<file path="src/hw/hic_defines.vh">
`ifndef HIC_DEFINES_VH
`define HIC_DEFINES_VH

// ------------------------------------------------------------------
// register byte addresses on the apb bus
// ------------------------------------------------------------------
`define HIC_ADDR_ID_HIGH      12'h000
`define HIC_ADDR_ID_LOW       12'h004
`define HIC_ADDR_ROM_BASE     12'h008
`define HIC_ADDR_ORG_CODE     12'h00c
`define HIC_ADDR_FLAGS_SET    12'h010
`define HIC_ADDR_FLAGS_CLEAR  12'h014
`define HIC_ADDR_STATUS       12'h018

// ------------------------------------------------------------------
// field positions and values
// ------------------------------------------------------------------
`define HIC_FLAG_BIG_ENDIAN   19
`define HIC_FLAG_LINK_ENABLE  17
`define HIC_FLAG_LINK_POWER   16
`define HIC_FLAG_MASK         32'h000b_0000
`define HIC_ROM_BASE_MASK     32'hffff_fc00
`define HIC_ORG_FIELD         24'h00_0000
`define HIC_ORG_IMPL_BITS     8'h00
`define HIC_ROM_HI            36'hffff_f000_0
`define HIC_ROM_PAGE          2'h1
`define HIC_HDR_QUADLETS      8'h05
`define HIC_TCODE_QREAD       4'h4
`define HIC_BUS_NAME          32'h3133_3934
`define HIC_STAT_ID_LOADED    0
`define HIC_STAT_ID_VALID     1
`define HIC_STAT_LINK_ON      2

`endif

</file>
<file path="src/hw/hic_ident_regs.v">
// Our own choices: the address map and the APB interface to the registers.
`timescale 1ns/10ps
// Summary of operation
// - 64-bit identifier in two words, quadlets three-four
// - identifier zero on power reset, kept soft
// - all-zero identifier is illegal, reported invalid
// - identifier written once: rom load or firmware
// - after load identifier is read-only
// - only quadlet reads in the rom 1K (page 1, offsets 0x400-0x7ff) served
// - low ten base bits read zero
// - memory address is base plus offset bits
// - first five quadlets answered locally
// - organization code read-only, field zero
// - flags readable at set and clear ports
// - set port ones set flags
// - clear port ones clear flags
// - byte-order flag picks data endianness
// - byte-order flag is always provided here
// - link power flag gates phy requests
// - both resets clear link power flag
// - link power alone does not give link-on
// - link-on needs power and enable both
`include "hic_defines.vh"
module hic_ident_regs (
    input  wire        clk,
    input  wire        rst_n,
    input  wire        soft_reset,
    input  wire [11:0] paddr,
    input  wire        psel,
    input  wire        penable,
    input  wire        pwrite,
    input  wire [31:0] pwdata,
    input  wire [3:0]  pstrb,
    output reg  [31:0] prdata,
    output reg         pready,
    output reg         pslverr,
    input  wire        rom_load_valid,
    input  wire [63:0] rom_load_id,
    input  wire [31:0] hdr_q0,
    input  wire [31:0] opt_q2,
    input  wire        phy_req_in,
    output reg         phy_req_out_q,
    input  wire        rom_req_valid,
    input  wire [3:0]  rom_req_tcode,
    input  wire [47:0] rom_req_offset,
    output wire        rom_rsp_valid_q,
    output wire        rom_rsp_type_error_q,
    output wire        rom_rsp_local_q,
    output wire [31:0] rom_rsp_data_q,
    output wire        rom_rsp_mem_read_q,
    output wire [31:0] rom_rsp_mem_addr_q,
    output reg         keep_data_big_endian_q,
    output reg         link_power_flag_q,
    output reg         link_active_enable_q,
    output reg         node_link_on_q,
    output reg         id_valid_q
);
    // ------------------------------------------------------------------
    // state
    // ------------------------------------------------------------------
    reg [31:0] node_identifier_high_q;
    reg [31:0] node_identifier_low_q;
    reg        high_loaded_q;
    reg        low_loaded_q;
    reg [31:0] rom_base_q;
    wire       wr_en;
    wire       wr_setup;
    wire       rd_en;
    wire       id_locked;
    wire [31:0] flags_rd;
    wire [31:0] wmask;

    // writes commit at the access edge, where the master sees pready
    assign wr_en    = psel && penable && pready && pwrite;
    assign wr_setup = psel && !penable && pwrite;
    assign rd_en    = psel && !penable && !pwrite;
    // identifier locks when each word has been written, or by rom load
    assign id_locked = high_loaded_q && low_loaded_q;
    assign wmask = {{8{pstrb[3]}}, {8{pstrb[2]}},
                    {8{pstrb[1]}}, {8{pstrb[0]}}};
    assign flags_rd = {12'h000, keep_data_big_endian_q, 1'b0,
                       link_active_enable_q, link_power_flag_q,
                       16'h0000};

    // ------------------------------------------------------------------
    // identifier: cleared only by power reset, single load
    // ------------------------------------------------------------------
    always @(posedge clk) begin
        if (!rst_n) begin
            node_identifier_high_q <= 32'h0000_0000;
            node_identifier_low_q  <= 32'h0000_0000;
            high_loaded_q          <= 1'b0;
            low_loaded_q           <= 1'b0;
        end else if (!id_locked) begin
            // soft reset deliberately absent here: contents survive it
            if (rom_load_valid && !high_loaded_q && !low_loaded_q) begin
                node_identifier_high_q <= rom_load_id[63:32];
                node_identifier_low_q  <= rom_load_id[31:0];
                high_loaded_q          <= 1'b1;
                low_loaded_q           <= 1'b1;
            end else if (wr_en && paddr == `HIC_ADDR_ID_HIGH &&
                         !high_loaded_q) begin
                node_identifier_high_q <= pwdata;
                high_loaded_q          <= 1'b1;
            end else if (wr_en && paddr == `HIC_ADDR_ID_LOW &&
                         !low_loaded_q) begin
                node_identifier_low_q <= pwdata;
                low_loaded_q          <= 1'b1;
            end
        end
        // once locked every write falls through untouched
    end

    // zero identifier is flagged so firmware can refuse to go on bus
    always @(posedge clk) begin
        if (!rst_n) begin
            id_valid_q <= 1'b0;
        end else begin
            id_valid_q <= id_locked &&
                ({node_identifier_high_q, node_identifier_low_q}
                 != 64'h0);
        end
    end

    // ------------------------------------------------------------------
    // rom base mapping; soft reset leaves it, power reset loads zero
    // ------------------------------------------------------------------
    always @(posedge clk) begin
        if (!rst_n) begin
            rom_base_q <= 32'h0000_0000;
        end else if (wr_en && paddr == `HIC_ADDR_ROM_BASE) begin
            rom_base_q <= ((rom_base_q & ~wmask) | (pwdata & wmask))
                          & `HIC_ROM_BASE_MASK;
        end
    end

    // ------------------------------------------------------------------
    // controller flags through set and clear ports
    // ------------------------------------------------------------------
    always @(posedge clk) begin
        if (!rst_n || soft_reset) begin
            link_power_flag_q      <= 1'b0;
            link_active_enable_q   <= 1'b0;
            keep_data_big_endian_q <= 1'b0;
        end else if (wr_en && paddr == `HIC_ADDR_FLAGS_SET) begin
            // byte order is a real flag for the swap path
            if (pwdata[`HIC_FLAG_BIG_ENDIAN] && pstrb[2])
                keep_data_big_endian_q <= 1'b1;
            if (pwdata[`HIC_FLAG_LINK_ENABLE] && pstrb[2])
                link_active_enable_q <= 1'b1;
            if (pwdata[`HIC_FLAG_LINK_POWER] && pstrb[2])
                link_power_flag_q <= 1'b1;
        end else if (wr_en && paddr == `HIC_ADDR_FLAGS_CLEAR) begin
            if (pwdata[`HIC_FLAG_BIG_ENDIAN] && pstrb[2])
                keep_data_big_endian_q <= 1'b0;
            if (pwdata[`HIC_FLAG_LINK_ENABLE] && pstrb[2])
                link_active_enable_q <= 1'b0;
            if (pwdata[`HIC_FLAG_LINK_POWER] && pstrb[2])
                link_power_flag_q <= 1'b0;
        end
    end

    // link-on follows the flags one cycle later
    always @(posedge clk) begin
        if (!rst_n || soft_reset) begin
            node_link_on_q <= 1'b0;
            phy_req_out_q  <= 1'b0;
        end else begin
            // power alone is not enough
            node_link_on_q <= link_power_flag_q &&
                              link_active_enable_q;
            phy_req_out_q  <= phy_req_in && link_power_flag_q;
        end
    end

    // ------------------------------------------------------------------
    // apb slave: answers in the access phase after one setup cycle
    // ------------------------------------------------------------------
    always @(posedge clk) begin
        if (!rst_n) begin
            prdata  <= 32'h0000_0000;
            pready  <= 1'b0;
            pslverr <= 1'b0;
        end else begin
            pready  <= psel && !penable;
            pslverr <= 1'b0;
            prdata  <= 32'h0000_0000;
            if (rd_en) begin
                case (paddr)
                    `HIC_ADDR_ID_HIGH:     prdata <= node_identifier_high_q;
                    `HIC_ADDR_ID_LOW:      prdata <= node_identifier_low_q;
                    `HIC_ADDR_ROM_BASE:    prdata <= rom_base_q;
                    `HIC_ADDR_ORG_CODE:
                        prdata <= {`HIC_ORG_IMPL_BITS,
                                   `HIC_ORG_FIELD};
                    `HIC_ADDR_FLAGS_SET:   prdata <= flags_rd;
                    `HIC_ADDR_FLAGS_CLEAR: prdata <= flags_rd;
                    `HIC_ADDR_STATUS:
                        prdata <= {29'h0, node_link_on_q, id_valid_q,
                                   id_locked};
                    default:               pslverr <= 1'b1;
                endcase
            end else if (wr_setup) begin
                // writes to read-only words are dropped silently
                case (paddr)
                    `HIC_ADDR_ID_HIGH, `HIC_ADDR_ID_LOW,
                    `HIC_ADDR_ROM_BASE, `HIC_ADDR_ORG_CODE,
                    `HIC_ADDR_FLAGS_SET, `HIC_ADDR_FLAGS_CLEAR,
                    `HIC_ADDR_STATUS:      pslverr <= 1'b0;
                    default:               pslverr <= 1'b1;
                endcase
            end
        end
    end

    // ------------------------------------------------------------------
    // remote config rom reads
    // ------------------------------------------------------------------
    hic_rom_lookup u_rom (
        .clk              (clk),
        .rst_n            (rst_n),
        .req_valid        (rom_req_valid),
        .req_tcode        (rom_req_tcode),
        .req_offset       (rom_req_offset),
        .rom_base         (rom_base_q),
        .hdr_q0           (hdr_q0),
        .opt_q2           (opt_q2),
        .node_id          ({node_identifier_high_q,
                            node_identifier_low_q}),
        .rsp_valid_q      (rom_rsp_valid_q),
        .rsp_type_error_q (rom_rsp_type_error_q),
        .rsp_local_q      (rom_rsp_local_q),
        .rsp_data_q       (rom_rsp_data_q),
        .rsp_mem_read_q   (rom_rsp_mem_read_q),
        .rsp_mem_addr_q   (rom_rsp_mem_addr_q)
    );
endmodule

</file>
<file path="src/hw/hic_rom_lookup.v">
`timescale 1ns/10ps
// ------------------------------------------------------------------
// remote config rom quadlet decode and answer
// ------------------------------------------------------------------
`include "hic_defines.vh"
module hic_rom_lookup (
    input  wire        clk,
    input  wire        rst_n,
    input  wire        req_valid,
    input  wire [3:0]  req_tcode,
    input  wire [47:0] req_offset,
    input  wire [31:0] rom_base,
    input  wire [31:0] hdr_q0,
    input  wire [31:0] opt_q2,
    input  wire [63:0] node_id,
    output reg         rsp_valid_q,
    output reg         rsp_type_error_q,
    output reg         rsp_local_q,
    output reg  [31:0] rsp_data_q,
    output reg         rsp_mem_read_q,
    output reg  [31:0] rsp_mem_addr_q
);
    wire       in_page;
    wire       is_qread;
    wire [7:0] quad_idx;
    reg [31:0] local_word;

    assign in_page  = (req_offset[47:12] == `HIC_ROM_HI) &&
                      (req_offset[11:10] == `HIC_ROM_PAGE);
    assign is_qread = (req_tcode == `HIC_TCODE_QREAD);
    assign quad_idx = req_offset[9:2];

    // first five quadlets come from local registers
    always @* begin
        case (quad_idx[2:0])
            3'h0: local_word = hdr_q0;
            3'h1: local_word = `HIC_BUS_NAME;
            3'h2: local_word = opt_q2;
            3'h3: local_word = node_id[63:32];
            default: local_word = node_id[31:0];
        endcase
    end

    // one-cycle registered answer; misaligned reads are refused too
    always @(posedge clk) begin
        if (!rst_n) begin
            rsp_valid_q      <= 1'b0;
            rsp_type_error_q <= 1'b0;
            rsp_local_q      <= 1'b0;
            rsp_data_q       <= 32'h0000_0000;
            rsp_mem_read_q   <= 1'b0;
            rsp_mem_addr_q   <= 32'h0000_0000;
        end else begin
            rsp_valid_q      <= req_valid;
            rsp_type_error_q <= 1'b0;
            rsp_local_q      <= 1'b0;
            rsp_mem_read_q   <= 1'b0;
            if (req_valid) begin
                if (!in_page || !is_qread || req_offset[1:0] != 2'h0) begin
                    rsp_type_error_q <= 1'b1;
                end else if (quad_idx < `HIC_HDR_QUADLETS) begin
                    rsp_local_q <= 1'b1;
                    rsp_data_q  <= local_word;
                end else begin
                    rsp_mem_read_q <= 1'b1;
                    // base low bits are zero so this is an or of fields
                    rsp_mem_addr_q <= (rom_base & `HIC_ROM_BASE_MASK)
                                      + {22'h0, req_offset[9:0]};
                end
            end
        end
    end
endmodule

</file>
<file path="config.mk">
export PLATFORM = sky130hd
export DESIGN_NAME = hic_ident_regs
export DESIGN_NICKNAME = d
export VERILOG_FILES = /design/src/hw/hic_ident_regs.v /design/src/hw/hic_rom_lookup.v
export VERILOG_INCLUDE_DIRS = /design/src /design/src/hw
export SDC_FILE = /design/constraint.sdc
export NUM_CORES = 1
export LEC_CHECK = 0
export BUFFER_PORTS_ARGS = -buffer_cell sky130_fd_sc_hd__buf_4
export CORE_AREA = 4 4 160 131
export DETAILED_ROUTE_END_ITERATION = 10
export DIE_AREA = 0 0 164 135
export GPL_TIMING_DRIVEN = 0
export PLACE_DENSITY = 0.85
export SKIP_LAST_GASP = 1
export SLEW_MARGIN = 10
export SYNTH_ARGS = -nofsm -noshare
export SYNTH_HDL_FRONTEND = slang
export SYNTH_HIERARCHICAL = 1
export SYNTH_SLANG_ARGS = --single-unit
export TNS_END_PERCENT = 10
</file>
<file path="constraint.sdc">
create_clock -name clk -period 3.2 [get_ports clk]
set_input_delay 0.96 -clock clk [delete_from_list [all_inputs] [get_ports clk]]
set_output_delay 0.96 -clock clk [all_outputs]
set_load 0.03 [all_outputs]
</file>
==> results of run 1 <==
[power by group]
part / total [W] / internal, W / switching [W]
Combinational: 0.000908 / 0.000439 / 0.000470
Sequential: 0.00270 / 0.00253 / 0.000173
Clock: 0.00207 / 0.00113 / 0.000934
Total: 0.00568 / 0.00410 / 0.00158
[cell type report]
| cell class | instances | area (sq um) |
|---|---|---|
| fillers | 1670 | 6260 |
| repair buffers | 338 | 2540 |
| clock inverters | 10 | 113 |
| inverters | 3 | 11.3 |
| multi-input cells | 794 | 5290 |
| clock buffers | 18 | 429 |
| well taps | 264 | 330 |
| flip-flops and latches | 196 | 3920 |
| plain buffers | 112 | 561 |
[through the flow]
stage | hold slack [ps] | utilization (%) | setup WS, ps
3_3_place_gp | 444 | 65.0 | 165
3_5_place_dp | 448 | 65.0 | 135
6_report | 461 | 67.8 | 460
4_1_cts | 465 | 67.8 | 559
2_1_floorplan | 444 | - | 679
5_1_grt | 487 | 67.8 | 410
[worst max-delay path by stage]
stage	cells past startpoint	slack (ps)	end	startpoint
2_1_floorplan	6	680	u_rom/rsp_data_q[12]	rom_req_offset[44]
3_3_place_gp	6	160	u_rom/rsp_mem_addr_q[13]	rom_req_offset[3]
3_5_place_dp	6	130	node_identifier_low_q[3]	paddr[0]
4_1_cts	6	560	node_identifier_low_q[3]	paddr[0]
5_1_grt	6	410	u_rom/rsp_mem_addr_q[14]	rom_req_tcode[1]
6_report	6	460	node_identifier_low_q[1]	paddr[0]
[cells in the final DEF, fill, tap and decap left out, types with 35 or more instances in the layout]
cell type and instances:
a22oi_1 54, a21oi_1 35, nand3_1 49, mux2i_1 83, a32oi_1 39, buf_4 341
o21ai_0 88, dfxtp_1 196, clkbuf_1 72, nand2_1 100
[tightest hold or removal path: stages, from the launching register on]
cell,delay (ps)
dfxtp_1,310
nand2_1,50
mux2i_1,50
[metal layers]
| layer | wire length, microns | GRT usage (%) | vias to the layer above |
|---|---|---|---|
| met5 | 12 | 0 | - |
| met4 | 1060 | 9.83 | 2 |
| met3 | 5770 | 11.5 | 94 |
| met2 | 17900 | 54.0 | 832 |
| met1 | 15900 | 47.0 | 4994 |
| li1 | - | - | 4877 |
==> results_dict.tcl, run 1 <==
set metrics [dict create \
    clock_path_buffers 2 \
    dpl-instance-area_sq_um 12600 \
    min_period_ps 2740 \
    worst_ep_required_time_ps 3510 \
    ant_nets 0 \
    nets 1699 \
    setup_viol 0 \
    via_count 10800 \
    max_freq_mhz 365 \
    fp.dieH_microns 135 \
    status "complete, no violations" \
    drt_iter0_markers 1355 \
    start_util_pct 50.3 \
    holdPathStages 2 \
    numCtsBuffers 17 \
    fin_area_sq_um 13200 \
    wirelength_microns 40700 \
    cp_num_buf_inv 2 \
    core_sq_um 19500 \
    grt_usage_pct 35.0 \
    critPathKind "in2reg" \
    gp_congestion 0.993 \
    place_inst 1707 \
    syn_inst 1105 \
    min_from "u_rom/rsp_mem_addr_q[29]" \
    antenna_cells 0 \
    design.die.area_sq_um 22100 \
    fin_total_pwr_w 0.00568 \
    area_growth_pct 34.9 \
    grt_antenna_before_repair 3 \
    synth.avg_cell_area_sq_um 8.85 \
    grt_pass1_wl_microns 59000 \
    dr.pass1.iters 8 \
    rows 46 \
    critPathMaxStageDelay_ps 640 \
    grt_remaining_overflow 0 \
    path_max_fanout 10 \
    post-route-period-util_pct 85.6 \
    final_cells 1735 \
    worstRegToRegCells 6 \
    grt_setup_unrepaired "no" \
    p_leak_nw 5.34 \
    cpLargestDelayFamily "compound AO/OA/AOI/OAI gates" \
    post_cts_buffers 0 \
    die_w_microns 164 \
    cts_tree "done" \
    drv_slew 0 \
    cts-htree-levels 4 \
    cp_cell_sequence "buf_4, nor4_1, a41oi_1, clkbuf_1, a22oi_1, a21boi_0" \
    hold_violations 0 \
    cts_sinks 196 \
    fin_skew_ps 11.8 \
    clk_latency_ps 430 \
    final.setup.tns_ps 0 \
    boundaryPins 345 \
    reg2reg_from "high_loaded_q" \
    ff2ff_setup_slack_ps 880 \
    portBuffers 338 \
    hold_path.class "reg2reg" \
    slowest_stage "nor4_1" \
    critical_path_arrival_ps 3050 \
    end_kind "register" \
    cts_resized 0 \
    drive_gt1_share_pct 30.2 \
    route.detailed.drc 0 \
    root_buffer "clkbuf_16" \
    slew_headroom_pct 24.0 \
    power_density_nw_per_um2 430 \
    holdPathEnd "u_rom/rsp_mem_addr_q[29]" \
    maxCapViolations 0 \
    syn_area_sq_um 9780 \
    worst_pin_slew_ps 1130 \
    ir_drop_uv 334 \
    avgViaCountPerCell 6.22 \
    drt-wirelength-per-cell_microns 23.4 \
    ys_warn_count 6 \
    reg2reg_to "node_identifier_high_q[11]" \
    cp-start-kind "input port" \
    hpwl_microns 32500 \
    syn_nets 1342 \
    grt_max_degree 17 \
    clk_pin_slew_ps 70 \
    cts-hold-fix-buffers 0 \
    first_global_vias 10200 \
]
No activity file was read; power rests on OpenSTA's default activity.
==> run 2, diff against run 1 <==
- CORE_AREA: 4 4 160 131 -> 4 4 169 138
- DIE_AREA: 0 0 164 135 -> 0 0 173 142
- PLACE_DENSITY: 0.85 -> 0.8
- clock period: 3.2 -> 2.27 ns (I/O delays scaled with it)
==> results_dict.tcl, run 2 (synthesis gave the netlist of run 1 again) <==
set metrics [dict create \
    start_util_pct 45.5 \
    ant_nets 0 \
    grt_max_degree 19 \
    via_count 10800 \
    grt_setup_unrepaired "yes" \
    fin_ws_ps -24.8 \
    maxCapViolations 0 \
    pre_cts_ws_ps -599 \
    core_sq_um 21500 \
    wl_met3_microns 5180 \
    dpl-instance-area_sq_um 12700 \
    dr.pass1.iters 6 \
    hold-worst-slack_ps 462 \
    area_growth_pct 36.0 \
    setup_viol 6 \
    fin_skew_ps 15.8 \
    worst_pin_slew_ps 896 \
    wl_met1_microns 16800 \
    end_kind "register" \
    num-fill-cells 1903 \
    worst_ep_required_time_ps 2620 \
    max_freq_mhz 436 \
    nets 1699 \
    drt-wirelength-per-cell_microns 23.7 \
    holdPathStages 2 \
    fp.dieH_microns 142 \
    violations "setup timing" \
    grt_antenna_before_repair 1 \
    grt_remaining_overflow 0 \
    highest_layer "met5" \
    wirelength_microns 41400 \
    gp_congestion 0.997 \
    first_global_vias 10300 \
    post-route-period-util_pct 101 \
    root_buffer "clkbuf_16" \
    clock_path_buffers 2 \
    critical_path_arrival_ps 2650 \
    met2WireLength_microns 18400 \
    ir_drop_uv 431 \
    numCtsBuffers 17 \
    hold_violations 0 \
    die_w_microns 173 \
    route.detailed.drc 0 \
    clk_pin_slew_ps 70 \
    worstRegToRegCells 5 \
    portBuffers 338 \
    cts_tree "done" \
    drive_gt1_share_pct 30.8 \
    grt_usage_pct 31.6 \
    antenna_cells 0 \
    path_max_fanout 10 \
    p_leak_nw 5.37 \
    cts-htree-levels 4 \
    cts_sinks 196 \
    cp-start-kind "input port" \
    boundaryPins 345 \
    hold_path.class "reg2reg" \
    design.die.area_sq_um 24600 \
    avgViaCountPerCell 6.16 \
    status "finished with violations" \
    min_period_ps 2290 \
    power_density_nw_per_um2 620 \
    clk_latency_ps 450 \
    drt_iter0_markers 1284 \
    final_common_cell "buf_4" \
    critPathKind "in2reg" \
    slew_headroom_pct 39.5 \
    drv_slew 0 \
    grt_pass1_wl_microns 60300 \
    rows 48 \
    hpwl_microns 33100 \
    fin_area_sq_um 13300 \
    final_cell_mix "buf_4 (341), dfxtp_1 (196), nand2_1 (100)" \
    post_cts_buffers 0 \
]
## run 2: path summary, 6_finish.rpt
path / start / endpoint / slack [ps]
worst max-delay path: pwrite / node_identifier_low_q[2] / -20
worst min-delay path: u_rom/rsp_data_q[6] / u_rom/rsp_data_q[6] / 460
worst max register to register: pready / node_identifier_low_q[2] / -10
worst min register to register: u_rom/rsp_data_q[6] / u_rom/rsp_data_q[6] / 460
## run 2: metrics by stage
stage          power (W)  utilization [%]  setup TNS, ps  cells
2_1_floorplan    0.00441                -              0   1105
4_1_cts          0.00818             61.7           -119   1750
6_report         0.00824             61.9          -79.9   1750
5_1_grt          0.00846             61.9          -3060   1750
3_3_place_gp     0.00509             58.9         -61080   1718
3_5_place_dp     0.00511             58.9         -70370   1718
## run 2: cell type report
class	instances	area, sq um	share of cell area, %
Clock inverter	14	166	1.25
Sequential cell	196	3920	29.5
Inverter	3	11.3	0.0847
Timing Repair Buffer	338	2540	19.1
Clock buffer	18	439	3.30
Buffer	112	562	4.22
Multi-Input combinational cell	794	5320	40.0
Tap cell	275	344	2.59
## run 2: worst max-delay path, cell delays in order
cell and delay, ps:
buf_4 110, and4_1 250, a41oi_1 750, clkbuf_1 500
a22oi_1 130, a21boi_0 220
## run 2: what timing repair did
| action | CTS | global route |
|---|---|---|
| setup endpoints to repair | 40 | 144 |
| gates resized for setup | 1 | 6 |
| endpoints found under the hold margin | 0 | 0 |
| hold buffers | 0 | 0 |
## run 2: report_power, final
part	total [W]	switching [W]	internal [W]
Combinational	0.00130	0.000678	0.000620
Sequential	0.00380	0.000239	0.00356
Clock	0.00314	0.00145	0.00169
## run 2: per-layer routing
| layer | GRT usage, % | vias to the layer above |
|---|---|---|
| met3 | 10.5 | 93 |
| met1 | 41.9 | 5051 |
| met4 | 8.10 | 2 |
| met5 | 0 | - |
| met2 | 50.3 | 736 |
| li1 | - | 4893 |
==> run 3, diff against run 2 <==
- GPL_ROUTABILITY_DRIVEN: unset -> 0
- PLACE_DENSITY: 0.8 -> 0.74
- RECOVER_POWER: unset -> 50
==> results_dict.tcl, run 3 (synthesis gave the netlist of run 1 again) <==
set metrics [dict create \
    max_freq_mhz 425 \
    cts_tree "done" \
    worst_ep_required_time_ps 2650 \
    holdPathEnd "u_rom/rsp_mem_addr_q[29]" \
    ant_nets 0 \
    area_growth_pct 31.4 \
    p_int_w 0.00578 \
    drt_iter0_markers 1355 \
    setup_viol 28 \
    rows 48 \
    hold_path.class "reg2reg" \
    portBuffers 338 \
    seq_area_sq_um 3920 \
    ir_drop_uv 514 \
    path_max_fanout 10 \
    clock_path_buffers 2 \
    start_util_pct 45.5 \
    nets 1699 \
    holdPathStages 2 \
    boundaryPins 345 \
    slowest_stage "clkbuf_1" \
    p_clk_share_pct 37.2 \
    multi_input_area_sq_um 5310 \
    reg2reg_to "node_identifier_low_q[9]" \
    violations "setup timing" \
    dr.pass1.iters 6 \
    drive_gt1_share_pct 23.2 \
    post-route-period-util_pct 104 \
    grt_setup_unrepaired "yes" \
    fin_area_sq_um 12900 \
    power_density_nw_per_um2 630 \
    place_inst 1718 \
    grt_remaining_overflow 0 \
    fin_skew_ps 13.0 \
    drv_slew 0 \
    antenna_cells 0 \
    root_buffer "clkbuf_16" \
    via_count 10900 \
    fp.dieH_microns 142 \
    clk_latency_ps 450 \
    cts_sinks 196 \
    core_sq_um 21500 \
    final.setup.tns_ps -949 \
    reg2reg_from "pready" \
    status "finished with violations" \
    fin_ws_ps -80.8 \
    critPathKind "in2reg" \
    numCtsBuffers 17 \
    p_sw_w 0.00233 \
    worst_pin_slew_ps 908 \
    end_kind "register" \
    final_cells 1750 \
    maxCapViolations 0 \
    final_cell_mix "buf_4 (231), dfxtp_1 (196), clkbuf_1 (182)" \
    drt-wirelength-per-cell_microns 23.4 \
    grt_usage_pct 31.5 \
    cp-start-kind "input port" \
    cts-hold-fix-buffers 0 \
    clk_pin_slew_ps 80 \
    die_w_microns 173 \
    cts-htree-levels 4 \
    dpl-instance-area_sq_um 12700 \
    final_common_cell "buf_4" \
    fin_total_pwr_w 0.00810 \
    wirelength_microns 40900 \
    critPathMaxStageDelay_ps 590 \
    worstRegToRegCells 5 \
    hold_violations 0 \
    design.die.area_sq_um 24600 \
    first_global_vias 9954 \
    grt_pass1_wl_microns 60300 \
    cpMostUsedCell "clkbuf_1" \
    avgViaCountPerCell 6.21 \
    grt_antenna_before_repair 0 \
    min_period_ps 2350 \
    route.detailed.drc 0 \
    swShare_pct 28.7 \
    num-fill-cells 2016 \
    fin_util_pct 59.8 \
    min_from "u_rom/rsp_mem_addr_q[29]" \
    grt_max_degree 18 \
    critical_path_arrival_ps 2730 \
    ff2ff_setup_slack_ps 20 \
    p_comb_share_pct 15.9 \
    p_leak_nw 4.89 \
    slew_headroom_pct 38.7 \
    hpwl_microns 32600 \
    seqPwrFrac_pct 46.9 \
    cp_cell_sequence "clkbuf_1, clkbuf_1, clkbuf_1, clkbuf_1, o21ai_0, a21oi_1" \
]
## run 3: cell types whose count changed in the layout (fill, tap and decap cells not counted), sizes merged
cell and delta:
clkinvlp -2, bufinv -1, clkinv +2, buf -110
inv -2, clkbuf +113
## run 3: layout make-up
| class | count | share of cell area, % |
|---|---|---|
| well taps | 275 | 2.68 |
| flip-flops and latches | 196 | 30.5 |
| clock inverters | 11 | 0.896 |
| multi-input cells | 794 | 41.3 |
| repair buffers | 338 | 16.6 |
| inverters | 3 | 0.0876 |
| clock buffers | 21 | 3.58 |
| plain buffers | 112 | 4.36 |
## run 3: worst max-delay path: cells and delay by family
family | cells | cell delay (ps)
buf+inv | 4 | 1720
compound gates | 2 | 320
## run 3: metrics by stage
stage | worst slack (ps) | hold slack (ps)
2_1_floorplan | 27.7 | 444
3_3_place_gp | -621 | 444
3_5_place_dp | -636 | 449
4_1_cts | -14.4 | 462
5_1_grt | -191 | 477
6_report | -80.8 | 459
## run 3: metal layers
layer  GRT usage, %  wire [microns]  up-vias
met4           7.26            1030        0
met5              0               0        -
met2           49.4           17700      783
li1               -               -     4892
met1           43.4           16800     5107
met3           9.19            5370       85
## run 3: how the worst max path moves through the flow
stage,from,endpoint,cells after the start
CTS,high_loaded_q,node_identifier_high_q[11],6
detailed placement,rom_req_offset[3],u_rom/rsp_mem_addr_q[14],6
global route,rom_req_offset[3],u_rom/rsp_mem_addr_q[14],6
floorplan,rom_req_offset[44],u_rom/rsp_data_q[12],6
finish,rst_n,node_identifier_high_q[11],6
global placement,rom_req_offset[3],u_rom/rsp_mem_addr_q[13],6
## run 3: power by group through the flow
stage / Clock (W) / Sequential, W / Combinational [W]
finish: 0.00301 / 0.00380 / 0.00129
global route: 0.00317 / 0.00380 / 0.00137
CTS: 0.00302 / 0.00378 / 0.00125
detailed placement: 0 / 0.00386 / 0.00125
global placement: 0 / 0.00385 / 0.00123
floorplan: 0 / 0.00375 / 0.000661
## run 3: what timing repair did
item | 4_1_cts | 5_1_grt
resized for setup | 3 | 1
setup buffers | 0 | 0
gates cloned | 0 | 0
endpoints found under the setup margin | 67 | 101
